**config.mk**
```make
export PLATFORM = sky130hd
export DESIGN_NAME = logical_device_config_regs
export DESIGN_NICKNAME = d
export VERILOG_FILES = /design/src/hdl/ldcfg_pkg.sv /design/src/hdl/base_addr_check.sv /design/src/hdl/logical_device_config_regs.sv
export SDC_FILE = /design/constraint.sdc
export NUM_CORES = 1
export LEC_CHECK = 0
export BUFFER_PORTS_ARGS = -buffer_cell sky130_fd_sc_hd__buf_4
export CELL_PAD_IN_SITES_DETAIL_PLACEMENT = 2
export CELL_PAD_IN_SITES_GLOBAL_PLACEMENT = 2
export CORE_ASPECT_RATIO = 1.25
export CORE_UTILIZATION = 36
export CTS_CLUSTER_DIAMETER = 60
export DETAILED_ROUTE_END_ITERATION = 8
export PLACE_DENSITY_LB_ADDON = 0.25
export REMOVE_ABC_BUFFERS = 1
export SLEW_MARGIN = 20
export SYNTH_ARGS = -nofsm -noshare
export SYNTH_HDL_FRONTEND = slang
export SYNTH_SLANG_ARGS = --single-unit
```
**constraint.sdc**
```tcl
create_clock -name clk_sys -period 10.6 [get_ports clk_sys]
set_input_delay 1.59 -clock clk_sys [delete_from_list [all_inputs] [get_ports clk_sys]]
set_output_delay 1.59 -clock clk_sys [all_outputs]
set_load 0.05 [all_outputs]
```
**src/hdl/ldcfg_pkg.sv**
```systemverilog
// Constants and carrier types for the logical device configuration bank
package ldcfg_pkg;

  localparam int NUM_SLOTS     = 6;
  localparam int SLOT_FLOPPY   = 0;
  localparam int SLOT_PARALLEL = 1;
  localparam int SLOT_SERIAL1  = 2;
  localparam int SLOT_SERIAL2  = 3;
  localparam int SLOT_KEYBOARD = 4;
  localparam int SLOT_AUX      = 5;

  // Logical device numbers as written to the device number register
  localparam logic [7:0] LDN_FLOPPY   = 8'h00;
  localparam logic [7:0] LDN_PARALLEL = 8'h03;
  localparam logic [7:0] LDN_SERIAL1  = 8'h04;
  localparam logic [7:0] LDN_SERIAL2  = 8'h05;
  localparam logic [7:0] LDN_KEYBOARD = 8'h07;
  localparam logic [7:0] LDN_AUX      = 8'h08;

  // Configuration indices
  localparam logic [7:0] IDX_LDN      = 8'h07;
  localparam logic [7:0] IDX_ACTIVATE = 8'h30;
  localparam logic [7:0] IDX_BASE_HI  = 8'h60;
  localparam logic [7:0] IDX_BASE_LO  = 8'h61;
  localparam logic [7:0] IDX_IRQ0     = 8'h70;
  localparam logic [7:0] IDX_IRQ1     = 8'h72;
  localparam logic [7:0] IDX_DMA      = 8'h74;
  localparam logic [7:0] IDX_BANK_LO  = 8'h30;
  localparam int         ACTIVATE_BIT = 0;

  // Reset values
  localparam logic [7:0] LDN_RST          = 8'h00;
  localparam logic [7:0] INDEX_RST        = 8'h00;
  localparam logic [7:0] BASE_RST         = 8'h00;
  localparam logic [7:0] IRQ0_RST_FLOPPY  = 8'h06;
  localparam logic [7:0] IRQ0_RST_OTHER   = 8'h00;
  localparam logic [7:0] IRQ1_RST         = 8'h00;
  localparam logic [7:0] DMA_RST_FLOPPY   = 8'h02;
  localparam logic [7:0] DMA_RST_PARALLEL = 8'h04;
  localparam logic [7:0] DMA_RST_OTHER    = 8'h00;
  localparam logic [7:0] READ_ZERO        = 8'h00;

  // Base address legality and decode
  localparam logic [15:0] BASE_MIN      = 16'h0100;
  localparam logic [15:0] BASE_MAX_8    = 16'h0FF8;
  localparam logic [15:0] BASE_MAX_PAR  = 16'h0FFC;
  localparam int          ALIGN_8       = 3;
  localparam int          ALIGN_4       = 2;
  localparam logic [11:0] EXT_OFS_FIRST = 12'h400;
  localparam logic [11:0] EXT_OFS_LAST  = 12'h402;
  localparam logic [15:0] CFG_PORT_DEFAULT = 16'h03F0;

  // ISA host pins as sampled together
  typedef struct packed {
    logic [15:0] addr;
    logic [7:0]  data;
    logic        aen;
    logic        ior_n;
    logic        iow_n;
  } isa_in_t;

endpackage : ldcfg_pkg

```
**src/hdl/base_addr_check.sv**
```systemverilog
// Legality check and address decode for one relocatable device base
`timescale 1ns/1ps
`default_nettype none
module base_addr_check #(
  parameter logic [15:0] MAX_BASE  = 16'h0FF8,
  parameter int          ALIGN     = 3,
  parameter bit          HAS_EXT   = 1'b0
) (
  input  wire logic [15:0] base,
  input  wire logic [15:0] addr,
  input  wire logic        qual16,
  output logic             valid,
  output logic             hit,
  output logic             ext_hit,
  output logic             epp_ok
);
  import ldcfg_pkg::*;

  logic [11:0] ofs;
  logic        upper_ok;

  // Offset wraps modulo 4 KiB, so a plain unsigned compare finds the window
  assign ofs      = addr[11:0] - base[11:0];
  assign upper_ok = !qual16 || (addr[15:12] == 4'h0);
  assign valid    = (base >= BASE_MIN) && (base <= MAX_BASE)
                    && (base[ALIGN-1:0] == '0);
  // A parallel base that is not 8-byte aligned only decodes four offsets
  assign hit      = upper_ok && (base[2:0] == 3'h0 ? ofs < 12'h008 : ofs < 12'h004);
  assign ext_hit  = HAS_EXT && upper_ok
                    && (ofs >= EXT_OFS_FIRST) && (ofs <= EXT_OFS_LAST);
  assign epp_ok   = (base[2:0] == 3'h0);
endmodule : base_addr_check
`default_nettype wire

```
**src/hdl/logical_device_config_regs.sv**
```systemverilog
// Per logical device configuration bank behind the index and data ports
//
// Overview of operation
// - Primary interrupt select at 0x70 per device
// - 0x72 keyboard only; elsewhere reads zero
// - Primary irq resets 0x06 floppy, else zero
// - Routed interrupts default to active-high edge
// - Unimplemented indices ignore writes, read zero
// - DMA select only floppy, parallel; 0x75 zero
// - DMA select resets 0x02 floppy, 0x04 parallel
// - Device on when activate or power bit
// - Writing either linked bit sets the other
// - Illegal base address blocks host register access
// - Floppy, serial: 0x100..0xFF8, 8-aligned, eight offsets
// - Parallel 4-aligned to 0xFFC; EPP needs 8
// - Parallel second group at base+400h..402h
// - 0x60/0x61 hold base bits 15:8, 7:0
// - Index 0x30 bit 0 activates selected device
// - Index 0x07 selects the per-device bank
// - Decode uses A11:A0, A15:A12 zero if qualified
`timescale 1ns/1ps
`default_nettype none
module logical_device_config_regs #(
  parameter logic [15:0] CFG_PORT = 16'h03F0
) (
  input  wire logic                      clk_sys,
  input  wire logic                      rst,
  input  wire logic                      soft_reset,
  input  wire ldcfg_pkg::isa_in_t        isa_in,
  input  wire logic                      config_state,
  input  wire logic                      qual16_en,
  input  wire logic [5:0]                pwr_ctrl_wr,
  input  wire logic [5:0]                pwr_ctrl_wdata,
  output logic [7:0]                     isa_data_out,
  output logic                           isa_data_oe_n,
  output logic [5:0]                     dev_active,
  output logic [5:0]                     dev_pwr_ctrl,
  output logic [5:0]                     base_valid,
  output logic [5:0]                     dev_sel,
  output logic                           par_ext_sel,
  output logic                           par_epp_avail,
  output logic [5:0][7:0]                irq_level_sel,
  output logic [7:0]                     kbd_irq2_sel,
  output logic [7:0]                     floppy_dma_sel,
  output logic [7:0]                     par_dma_sel,
  output logic                           irq_active_high
);
  import ldcfg_pkg::*;

  isa_in_t                isa_s1;
  isa_in_t                isa_s2;
  logic                   iow_prev;
  logic [7:0]             index;
  logic [7:0]             ldn;
  logic [5:0]             dev_on;
  logic [5:0][7:0]        base_hi;
  logic [5:0][7:0]        base_lo;
  logic [5:0][7:0]        irq0;
  logic [5:0][7:0]        dma;
  logic [7:0]             irq1;
  logic [5:0]             chk_valid;
  logic [5:0]             chk_hit;
  logic                   chk_ext;
  logic                   chk_epp;
  logic                   cyc_active;
  logic                   hit_index;
  logic                   hit_data;
  logic                   write_strobe;
  logic                   wr_data;
  logic [5:0]             slot_onehot;
  logic                   slot_known;
  logic [2:0]             slot;
  logic [7:0]             next_rdata;

  // Host pins are asynchronous to clk_sys
  always_ff @(posedge clk_sys or posedge rst) begin
    if (rst) begin
      isa_s1   <= '{addr: 16'h0000, data: 8'h00, aen: 1'b1, ior_n: 1'b1, iow_n: 1'b1};
      isa_s2   <= '{addr: 16'h0000, data: 8'h00, aen: 1'b1, ior_n: 1'b1, iow_n: 1'b1};
      iow_prev <= 1'b1;
    end else begin
      isa_s1   <= isa_in;
      isa_s2   <= isa_s1;
      iow_prev <= isa_s2.iow_n;
    end
  end

  assign cyc_active   = !isa_s2.aen && (!isa_s2.ior_n || !isa_s2.iow_n);
  assign hit_index    = !isa_s2.aen && (isa_s2.addr == CFG_PORT);
  assign hit_data     = !isa_s2.aen && (isa_s2.addr == CFG_PORT + 16'h0001);
  // One write per strobe, taken on the falling edge after synchronising
  assign write_strobe = iow_prev && !isa_s2.iow_n && config_state;
  assign wr_data      = write_strobe && hit_data;

  // Map the device number to a storage slot
  always_comb begin
    slot_known = 1'b1;
    slot       = 3'(SLOT_FLOPPY);
    case (ldn)
      LDN_FLOPPY:   slot = 3'(SLOT_FLOPPY);
      LDN_PARALLEL: slot = 3'(SLOT_PARALLEL);
      LDN_SERIAL1:  slot = 3'(SLOT_SERIAL1);
      LDN_SERIAL2:  slot = 3'(SLOT_SERIAL2);
      LDN_KEYBOARD: slot = 3'(SLOT_KEYBOARD);
      LDN_AUX:      slot = 3'(SLOT_AUX);
      default:      slot_known = 1'b0;
    endcase
  end

  // Bank writes land only at an index of 0x30 or above while the device number names a known device
  assign slot_onehot = (wr_data && slot_known && index >= IDX_BANK_LO)
                       ? 6'(6'h01 << slot) : 6'h00;

  always_ff @(posedge clk_sys or posedge rst) begin
    if (rst) begin
      index <= INDEX_RST;
    end else if (soft_reset) begin
      index <= INDEX_RST;
    end else if (write_strobe && hit_index) begin
      index <= isa_s2.data;
    end
  end

  always_ff @(posedge clk_sys or posedge rst) begin
    if (rst) begin
      ldn <= LDN_RST;
    end else if (soft_reset) begin
      ldn <= LDN_RST;
    end else if (wr_data && index == IDX_LDN) begin
      ldn <= isa_s2.data;
    end
  end

  genvar gi;
  generate
    for (gi = 0; gi < NUM_SLOTS; gi++) begin : g_slot
      localparam logic [7:0] IRQ0_RST = (gi == SLOT_FLOPPY) ? IRQ0_RST_FLOPPY
                                                            : IRQ0_RST_OTHER;
      localparam logic [7:0] DMA_RST  = (gi == SLOT_FLOPPY)   ? DMA_RST_FLOPPY :
                                        (gi == SLOT_PARALLEL) ? DMA_RST_PARALLEL
                                                              : DMA_RST_OTHER;
      localparam bit HAS_BASE = gi <= SLOT_SERIAL2;
      localparam bit HAS_DMA  = gi == SLOT_FLOPPY || gi == SLOT_PARALLEL;

      // Activate and power control share one flop, so they can never disagree
      always_ff @(posedge clk_sys or posedge rst) begin
        if (rst) begin
          dev_on[gi] <= 1'b0;
        end else if (soft_reset) begin
          dev_on[gi] <= 1'b0;
        end else if (slot_onehot[gi] && index == IDX_ACTIVATE) begin
          dev_on[gi] <= isa_s2.data[ACTIVATE_BIT];
        end else if (pwr_ctrl_wr[gi]) begin
          dev_on[gi] <= pwr_ctrl_wdata[gi];
        end
      end

      always_ff @(posedge clk_sys or posedge rst) begin
        if (rst) begin
          base_hi[gi] <= BASE_RST;
          base_lo[gi] <= BASE_RST;
        end else if (soft_reset) begin
          base_hi[gi] <= BASE_RST;
          base_lo[gi] <= BASE_RST;
        end else if (slot_onehot[gi] && HAS_BASE) begin
          if (index == IDX_BASE_HI) begin
            base_hi[gi] <= isa_s2.data;
          end
          if (index == IDX_BASE_LO) begin
            base_lo[gi] <= isa_s2.data;
          end
        end
      end

      always_ff @(posedge clk_sys or posedge rst) begin
        if (rst) begin
          irq0[gi] <= IRQ0_RST;
          dma[gi]  <= DMA_RST;
        end else if (soft_reset) begin
          irq0[gi] <= IRQ0_RST;
          dma[gi]  <= DMA_RST;
        end else if (slot_onehot[gi]) begin
          if (index == IDX_IRQ0) begin
            irq0[gi] <= isa_s2.data;
          end
          if (index == IDX_DMA && HAS_DMA) begin
            dma[gi] <= isa_s2.data;
          end
        end
      end

      if (HAS_BASE) begin : g_chk
        localparam logic [15:0] MAXB = (gi == SLOT_PARALLEL) ? BASE_MAX_PAR : BASE_MAX_8;
        localparam int          ALN  = (gi == SLOT_PARALLEL) ? ALIGN_4 : ALIGN_8;
        logic ext_w;
        logic epp_w;
        base_addr_check #(
          .MAX_BASE (MAXB),
          .ALIGN    (ALN),
          .HAS_EXT  (gi == SLOT_PARALLEL)
        ) u_chk (
          .base     ({base_hi[gi], base_lo[gi]}),
          .addr     (isa_s2.addr),
          .qual16   (qual16_en),
          .valid    (chk_valid[gi]),
          .hit      (chk_hit[gi]),
          .ext_hit  (ext_w),
          .epp_ok   (epp_w)
        );
        if (gi == SLOT_PARALLEL) begin : g_par
          assign chk_ext = ext_w;
          assign chk_epp = epp_w;
        end
      end else begin : g_fixed
        assign chk_valid[gi] = 1'b0;
        assign chk_hit[gi]   = 1'b0;
      end
    end
  endgenerate

  // Only the keyboard bank carries the second interrupt select
  always_ff @(posedge clk_sys or posedge rst) begin
    if (rst) begin
      irq1 <= IRQ1_RST;
    end else if (soft_reset) begin
      irq1 <= IRQ1_RST;
    end else if (slot_onehot[SLOT_KEYBOARD] && index == IDX_IRQ1) begin
      irq1 <= isa_s2.data;
    end
  end

  // Read data for the data port; every index not listed reads zero
  always_comb begin
    next_rdata = READ_ZERO;
    if (index == IDX_LDN) begin
      next_rdata = ldn;
    end else if (slot_known && index >= IDX_BANK_LO) begin
      case (index)
        IDX_ACTIVATE: next_rdata = {7'h00, dev_on[slot]};
        IDX_BASE_HI:  next_rdata = (slot <= 3'(SLOT_SERIAL2)) ? base_hi[slot] : READ_ZERO;
        IDX_BASE_LO:  next_rdata = (slot <= 3'(SLOT_SERIAL2)) ? base_lo[slot] : READ_ZERO;
        IDX_IRQ0:     next_rdata = irq0[slot];
        IDX_IRQ1:     next_rdata = (slot == 3'(SLOT_KEYBOARD)) ? irq1 : READ_ZERO;
        IDX_DMA:      next_rdata = (slot == 3'(SLOT_FLOPPY) || slot == 3'(SLOT_PARALLEL))
                                   ? dma[slot] : READ_ZERO;
        default:      next_rdata = READ_ZERO;
      endcase
    end
  end

  // The data pins are driven only while a read of a configuration port is in progress
  always_ff @(posedge clk_sys or posedge rst) begin
    if (rst) begin
      isa_data_out  <= READ_ZERO;
      isa_data_oe_n <= 1'b1;
    end else begin
      isa_data_out  <= hit_index ? index : next_rdata;
      isa_data_oe_n <= !(config_state && !isa_s2.ior_n && (hit_index || hit_data));
    end
  end

  // Device selects: an illegal base keeps the device deaf to host cycles
  always_ff @(posedge clk_sys or posedge rst) begin
    if (rst) begin
      dev_sel     <= 6'h00;
      par_ext_sel <= 1'b0;
    end else begin
      dev_sel     <= cyc_active ? (dev_on & chk_valid & chk_hit) : 6'h00;
      par_ext_sel <= cyc_active && dev_on[SLOT_PARALLEL]
                     && chk_valid[SLOT_PARALLEL] && chk_ext;
    end
  end

  always_ff @(posedge clk_sys or posedge rst) begin
    if (rst) begin
      dev_active    <= 6'h00;
      dev_pwr_ctrl  <= 6'h00;
      base_valid    <= 6'h00;
      par_epp_avail <= 1'b0;
    end else begin
      dev_active    <= dev_on;
      dev_pwr_ctrl  <= dev_on;
      base_valid    <= chk_valid;
      par_epp_avail <= chk_valid[SLOT_PARALLEL] && chk_epp;
    end
  end

  always_ff @(posedge clk_sys or posedge rst) begin
    if (rst) begin
      irq_level_sel  <= '0;
      kbd_irq2_sel   <= IRQ1_RST;
      floppy_dma_sel <= DMA_RST_OTHER;
      par_dma_sel    <= DMA_RST_OTHER;
    end else begin
      irq_level_sel  <= irq0;
      kbd_irq2_sel   <= irq1;
      floppy_dma_sel <= dma[SLOT_FLOPPY];
      par_dma_sel    <= dma[SLOT_PARALLEL];
    end
  end

  // Polarity is fixed; level-low routing is left to the individual devices
  always_ff @(posedge clk_sys or posedge rst) begin
    if (rst) begin
      irq_active_high <= 1'b1;
    end else begin
      irq_active_high <= 1'b1;
    end
  end

endmodule : logical_device_config_regs
`default_nettype wire
```
==> impl_metrics.csv, run 1 <==
group,metric,value,unit
global_routing,antenna_found_initial,0,
placement,port_buffers,146,
clock_network,cts_setup_buffers,0,
worst_setup_path,critical_path_required,10.99,ns
power,p_leak,7.504,nW
layout,multi_input_comb_area,5461,sq um
power,internal-power,2.156,mW
timing,period_minus_slack,4.072,ns
clock_network,cts-root-buf,"clkbuf_16",
detailed_routing,wl_met3,1448,um
timing,relSlewSlack,0.2536,
floorplanning,initial_core_util,0.3660,
timing,setup_tns,0,ns
clock_network,cts.clk_slew.worst_paths,0.06,ns
worst_setup_path,path_max_fanout,11,
detailed_routing,route.antenna.remaining_nets,0,
placement,dp.cells,1744,
timing,clock_skew,0.02160,ns
clock_network,cts_buffers,35,
clock_network,post_cts_resized,0,
worst_setup_path,crit_top_cell,"nor2_1",
floorplanning,die-area,38680,sq um
yosys,ys_ff_latch,310,
timing,finalHoldViolCount,0,
power,pwr-share-comb,0.138,
yosys,ys.flop_type,"dfrtp_1",
outcome,status,"completed",
worst_setup_path,endpoint_kind,"register",
global_routing,grt_pass1_vias,11260,
detailed_routing,wl_met2,24530,um
worst_setup_path,cp_slowest_stage_delay,0.81,ns
power,finalPower,2.988,mW
clock_network,cts_hold_buf,0,
yosys,synth_edf_count,0,
power,vdd_drop_max,0.1887,mV
yosys,ys_seq_area_frac,0.5698,
floorplanning,num_rows,79,
worst_setup_path,worstPathArrival,4.46,ns
layout,regArea,7772,sq um
power,swShare,0.2784,
worst_setup_path,start_kind,"register",
layout,diodes,0,
clock_network,cts_tree,"built",
layout,syn_to_final_growth,20.64,%
timing,setup_violations,0,
global_routing,gr-total-overflow,0,
yosys,yosysUniqueCellTypes,72,
timing,fin_hold_ws,0.3445,ns
layout,stdcell_count,1806,
detailed_routing,drt-met1-wl,17610,um
floorplanning,io_pins,152,
worst_hold_path,hold_class,"register to register",
yosys,syn_avg_cell_area,11.92,sq um
yosys,async_flop_share,1.000,
power,pwr-share-seq,0.446,
detailed_routing,highest_layer,"met4",
detailed_routing,vias,10010,
global_routing,grt_max_degree,93,
clock_network,cts_buffer_depth,3,
worst_setup_path,path_class,"register to register",
clock_network,cts.htree.levels,2,
global_routing,grt_pass1_wl,69680,um
worst_setup_path,crit_chain,"buf_4 -> or4b_1 -> or4_1 -> nor2_1 -> inv_1 -> nor3_2 -> mux2i_1 -> nor2_1",
detailed_routing,first_pass_iters,5,
timing,period_share,0.3841,
layout,final_common_cell,"dfrtp_1",
placement,gp_congestion,0.8517,
layout,final_cell_mix,"dfrtp_1 (298), buf_4 (163), nor2_1 (102)",
layout,fin_util,0.4416,
clock_network,cts_sinks,310,
worst_setup_path,crit_path_top_delay_cell,"nor3_2",
layout,layout.nets,1381,
detailed_routing,routed_via_density,5.543,
detailed_routing,drt_drc_violations_left,0,
detailed_routing,drtIter0Drc,415,
layout,fill_cells,3742,
power,power.density,181.6,nW/um^2
timing,fmax,0.2456,GHz
clock_network,clk_latency,0.54,ns
floorplanning,core-area,37260,sq um
flow_run,maxCapViolCount,0,
timing,rsz0062_at_grt,"false",
floorplanning,die_w,176.1,um
power,p_switching,0.8319,mW
yosys,ys_warn_count,0,
yosys,netlist_area,13640,sq um
placement,dp_hpwl,32240,um
global_routing,grt_usage,0.2406,
power,clockPowerShare,0.416,
detailed_routing,wire_per_inst,24.99,um
detailed_routing,drt_wl_total,45130,um
timing,slew_viol_final,0,
layout,drive_above_1_share,0.2576,
timing,tightest_slew,1.114,ns
yosys,synthesis.instances,1144,
floorplanning,die_h,219.6,um
[final timing paths]
kind | slack, ns | from | cells past startpoint | end
setup reg to reg | 6.53 | isa_s2[12] | 8 | index[0]
hold / removal | 0.34 | isa_s1[19] | 0 | isa_s2[19]
max in group asynchronous | 7.20 | rst | 4 | base_hi[17]
min in group asynchronous | 1.11 | rst | 2 | isa_s2[24]
hold reg to reg | 0.34 | isa_s1[19] | 0 | isa_s2[19]
setup / recovery | 6.53 | isa_s2[12] | 8 | index[0]
[Yosys cell counts (7+ instances only)]
cell | number | area, sq um
dfrtp_1 | 298 | 7457
nor2_1 | 102 | 382.9
mux2_2 | 86 | 968.4
inv_1 | 55 | 206.5
mux2i_1 | 51 | 510.5
nand2_1 | 45 | 168.9
a21oi_1 | 44 | 220.2
ha_1 | 41 | 513.0
clkbuf_1 | 39 | 146.4
nor3_1 | 32 | 160.2
o21ai_0 | 29 | 145.1
mux2_1 | 27 | 304.0
nor4_1 | 19 | 118.9
nor2b_1 | 16 | 100.1
a221oi_1 | 14 | 122.6
a22oi_1 | 13 | 97.59
dfstp_2 | 12 | 315.3
buf_4 | 11 | 82.58
o22ai_1 | 11 | 68.82
a21o_1 | 10 | 75.07
nand3_1 | 10 | 50.05
a222oi_1 | 9 | 90.09
a31oi_1 | 9 | 56.30
o221ai_1 | 9 | 78.83
or4_1 | 9 | 67.56
xor2_1 | 9 | 78.83
and3_1 | 8 | 50.05
o21ai_1 | 8 | 40.04
a211oi_1 | 7 | 52.55
a21boi_0 | 7 | 52.55
a22o_1 | 7 | 61.31
nor3b_1 | 7 | 52.55
o211ai_1 | 7 | 52.55
[flip-flops by register name, summed over array words and instances (netlist names)]
name	cells
dev_pwr_ctrl	6
par_dma_sel	8
dev_sel	4
ldn	8
dev_on	6
iow_prev	1
isa_data_oe_n	1
irq_level_sel	48
isa_s2	27
par_ext_sel	1
irq1	8
dma	16
base_lo	32
kbd_irq2_sel	8
par_epp_avail	1
index	8
floppy_dma_sel	8
irq0	48
base_valid	4
base_hi	32
isa_data_out	8
isa_s1	27
[worst max-delay path: cells and delay by family, from the launching register on]
kind                   cells  cell delay (ns)
DFF                        1             0.36
muxes                      1             0.33
and+or+nand+nor            5             2.72
buffers and inverters      2             0.52
[power by group through the flow]
| stage | Combinational [mW] | Sequential, mW | Clock (mW) |
|---|---|---|---|
| after global placement | 0.401 | 1.35 | 0 |
| after detailed placement | 0.415 | 1.35 | 0 |
| after CTS | 0.419 | 1.33 | 1.27 |
| after floorplan | 0.210 | 1.39 | 0 |
| final | 0.413 | 1.33 | 1.24 |
| after global routing | 0.451 | 1.34 | 1.31 |
[per-layer routing]
metal	GRT usage	vias up
li1	-	4432
met2	0.4531	217
met5	0	-
met1	0.2742	5275
met3	0.03123	87
met4	0.08986	0
[metrics by stage]
stage	setup WS [ns]	cell area, sq um
floorplan	0.4571	13420
finish	6.528	16460
detailed placement	6.490	15280
CTS	6.578	16460
global placement	6.544	15280
global route	6.408	16460
[area by class of cell]
type	count	area share
flip-flops and latches	310	0.4723
multi-input cells	730	0.3319
repair buffers	163	0.07436
clock buffers	51	0.06182
well taps	486	0.03695
inverters	55	0.01300
clock inverters	11	0.009656
[cell families (layout without fill, tap and decap cells)]
family                     count (synthesis)  in the layout  share of synthesized area
adders and majority gates                 42             42                    0.03908
xor gates and xnor gates                  12             12                   0.007706
DFF                                      310            310                     0.5698
muxes                                    164            164                     0.1307
and+or+nand+nor                          285            285                     0.1065
other                                      2              5                  0.0005506
buffers and inverters                    107            280                    0.03247
AOI/OAI and AO/OA                        222            222                     0.1132
Note: power is estimated with default switching activity, not from simulation.
==> inputs of run 2 (changes only) <==
--- a/config.mk
+++ b/config.mk
@@ -5,11 +5,12 @@
 export SDC_FILE = /design/constraint.sdc
 export NUM_CORES = 1
 export LEC_CHECK = 0
+export ABC_AREA = 1
 export BUFFER_PORTS_ARGS = -buffer_cell sky130_fd_sc_hd__buf_4
 export CELL_PAD_IN_SITES_DETAIL_PLACEMENT = 2
 export CELL_PAD_IN_SITES_GLOBAL_PLACEMENT = 2
 export CORE_ASPECT_RATIO = 1.25
-export CORE_UTILIZATION = 36
+export CORE_UTILIZATION = 33
 export CTS_CLUSTER_DIAMETER = 60
 export DETAILED_ROUTE_END_ITERATION = 8
 export PLACE_DENSITY_LB_ADDON = 0.25
==> constraint.sdc (replaced) <==
create_clock -name clk_sys -period 3.6 [get_ports clk_sys]
set_input_delay 0.54 -clock clk_sys [delete_from_list [all_inputs] [get_ports clk_sys]]
set_output_delay 0.54 -clock clk_sys [all_outputs]
set_load 0.05 [all_outputs]
==> run 2 against run 1 <==
Synthesized cell count increased by 41%. Design area increased by 4.0%. Die area increased by 14%.
==> impl_metrics.csv, run 2 <==
group,metric,value,unit
clock_network,cts_buffer_depth,3,
yosys,ys_warn_count,0,
power,power.density,554.4,nW/um^2
timing,period_minus_slack,2.944,ns
floorplanning,die_w,187.6,um
floorplanning,num_rows,84,
yosys,synthesis.instances,1614,
layout,regArea,7772,sq um
yosys,synth_edf_count,0,
layout,layout.nets,1865,
timing,final.setup.worst_slack,0.6560,ns
worst_setup_path,start_kind,"register",
clock_network,cts_sinks,310,
layout,diodes,0,
layout,final_common_cell,"nand2_1",
yosys,ys_ff_latch,310,
clock_network,cts_hold_buf,0,
yosys,synth_common_cells,"nand2_1 (462), dfrtp_1 (298), o21ai_0 (186), inv_1 (177), nor2_1 (87)",
power,pwr-share-comb,0.196,
timing,period_share,0.8178,
timing,relSlewSlack,0.3655,
detailed_routing,route.antenna.remaining_nets,0,
timing,clock_skew,0.02583,ns
clock_network,cts_tree,"built",
outcome,status,"completed",
detailed_routing,wire_per_inst,21.80,um
floorplanning,die_h,234.0,um
clock_network,cts_setup_buffers,0,
placement,dp_hpwl,38570,um
global_routing,antenna_found_initial,1,
timing,finalHoldViolCount,0,
worst_setup_path,critical_path_required,4.02,ns
yosys,ys.flop_type,"dfrtp_1",
timing,setup_violations,0,
power,p_switching,3.058,mW
power,p_leak,8.485,nW
detailed_routing,drtIter0Drc,374,
worst_setup_path,endpoint_kind,"register",
global_routing,grt_usage,0.2398,
worst_hold_path,hold_class,"input pin to async pin",
worst_setup_path,worstPathArrival,3.36,ns
worst_setup_path,path_max_fanout,34,
detailed_routing,drt_wl_total,51510,um
clock_network,cts-root-buf,"clkbuf_16",
layout,largestRegisters,"irq0 (48), irq_level_sel (48)",
global_routing,grt_pass1_vias,13280,
global_routing,gr-total-overflow,0,
clock_network,clk_latency,0.54,ns
yosys,syn_avg_cell_area,8.806,sq um
clock_network,cts.clk_slew.worst_paths,0.06,ns
power,clockPowerShare,0.375,
yosys,yosysUniqueCellTypes,51,
detailed_routing,drt_drc_violations_left,0,
timing,fmax,0.3397,GHz
yosys,synth.most_common_cell,"nand2_1",
clock_network,cts.htree.levels,2,
yosys,synth_top_area_cell,"dfrtp_1",
yosys,netlist_top_cells_area,"dfrtp_1 (52%), nand2_1 (12%), o21ai_0 (6.5%)",
power,internal-power,6.430,mW
detailed_routing,routed_via_density,4.993,
clock_network,cts_buffers,36,
timing,slew_viol_final,0,
placement,port_buffers,146,
layout,drive_above_1_share,0.1674,
timing,fin_hold_ws,0.09177,ns
worst_setup_path,path_class,"register to register",
yosys,async_flop_share,1.000,
global_routing,grt_max_degree,80,
floorplanning,io_pins,152,
detailed_routing,first_pass_iters,4,
floorplanning,initial_core_util,0.3364,
yosys,netlist_area,14210,sq um
clock_network,post_cts_resized,0,
global_routing,grt_pass1_wl,79050,um
detailed_routing,vias,11800,
timing,rsz0062_at_grt,"false",
floorplanning,core-area,42250,sq um
floorplanning,die-area,43910,sq um
timing,tightest_slew,0.9430,ns
power,vdd_drop_max,0.3319,mV
placement,gp_congestion,0.8455,
power,pwr-share-seq,0.429,
layout,multi_input_comb_area,5441,sq um
layout,syn_to_final_growth,20.42,%
power,swShare,0.3223,
layout,fill_cells,4683,
yosys,ys_seq_area_frac,0.5469,
flow_run,maxCapViolCount,0,
yosys,synth_top_area_frac,0.5247,
placement,pre_cts_slack,0.6883,ns
layout,final_cell_mix,"nand2_1 (462), dfrtp_1 (298), o21ai_0 (186)",
## run 2: cell types whose count changed after synthesis, sizes merged, moves of 18 or more
cell / change
nand2: +434
o21ai: +175
inv: +127
mux2: -111
mux2i: -50
nand3: +47
buf: +32
clkbuf: -29
nand4: +18
nor3: -18
## run 2: critical path, stage by stage, from the launching register on
cell,delay [ns]
dfrtp_1,0.43
inv_1,0.13
nand2_1,0.07
nor2_2,0.17
nand2_4,0.12
nand3_4,0.40
nor3_4,0.10
nand2_2,0.09
nand3_1,0.14
o21ai_2,0.35
nand2_1,0.47
o21ai_0,0.36
## run 2: logic make-up (layout without fill, tap and decap cells)
kind of cell / count (synthesis) / count (layout) / share of synthesized area
compound gates: 305 / 305 / 0.1189
xor+xnor: 24 / 24 / 0.01479
fa+ha+maj: 42 / 42 / 0.03750
buf+inv: 238 / 425 / 0.07105
flops: 310 / 310 / 0.5469
mux: 3 / 3 / 0.002289
other cells: 2 / 5 / 0.0005284
simple gates: 690 / 690 / 0.2080
## run 2: worst paths after layout
check	start	to	slack, ns	cells after the start
max	ldn[2]	irq0[11]	0.66	11
min	rst	isa_s2[9]	0.09	2
max reg2reg	ldn[2]	irq0[11]	0.66	11
min reg2reg	isa_s1[10]	isa_s2[10]	0.35	0
max in group asynchronous	rst	irq0[1]	2.54	3
min in group clk_sys	isa_in[6]	isa_s1[6]	0.11	1
## run 2: power groups by stage
| stage | logic, mW | clock network [mW] | registers [mW] |
|---|---|---|---|
| 2_1_floorplan | 0.876 | 0 | 4.38 |
| 3_3_place_gp | 1.81 | 0 | 4.12 |
| 3_5_place_dp | 1.88 | 0 | 4.12 |
| 4_1_cts | 1.90 | 3.66 | 4.07 |
| 5_1_grt | 2.05 | 3.77 | 4.10 |
| 6_report | 1.86 | 3.56 | 4.07 |
## run 2: per-stage QoR
stage	cells	power, mW	setup TNS (ns)	instance area (sq um)	utilization
6_report	2363	9.488	0	17120	0.4051
5_1_grt	2363	9.916	0	17120	0.4051
4_1_cts	2363	9.624	0	17120	0.4051
3_5_place_dp	2300	6.002	0	15980	0.3781
3_3_place_gp	2300	5.927	0	15980	0.3781
2_1_floorplan	1562	5.260	-1673.39	13900	-
## run 2: layout make-up
| type | count | share of cell area |
|---|---|---|
| clock buffer | 48 | 0.05702 |
| clock inverter | 15 | 0.009504 |
| inverter | 183 | 0.04057 |
| multi-input combinational | 1069 | 0.3179 |
| sequential | 310 | 0.4541 |
| tap | 559 | 0.04087 |
| timing repair buffer | 179 | 0.07998 |
## run 2: per-layer routing
layer,share of wire,vias to the layer above,track usage
met1,0.40,5947,0.2758
li1,-,5519,-
met3,0.036,100,0.03307
met4,0.043,0,0.1057
met5,0,-,0
met2,0.52,232,0.4427
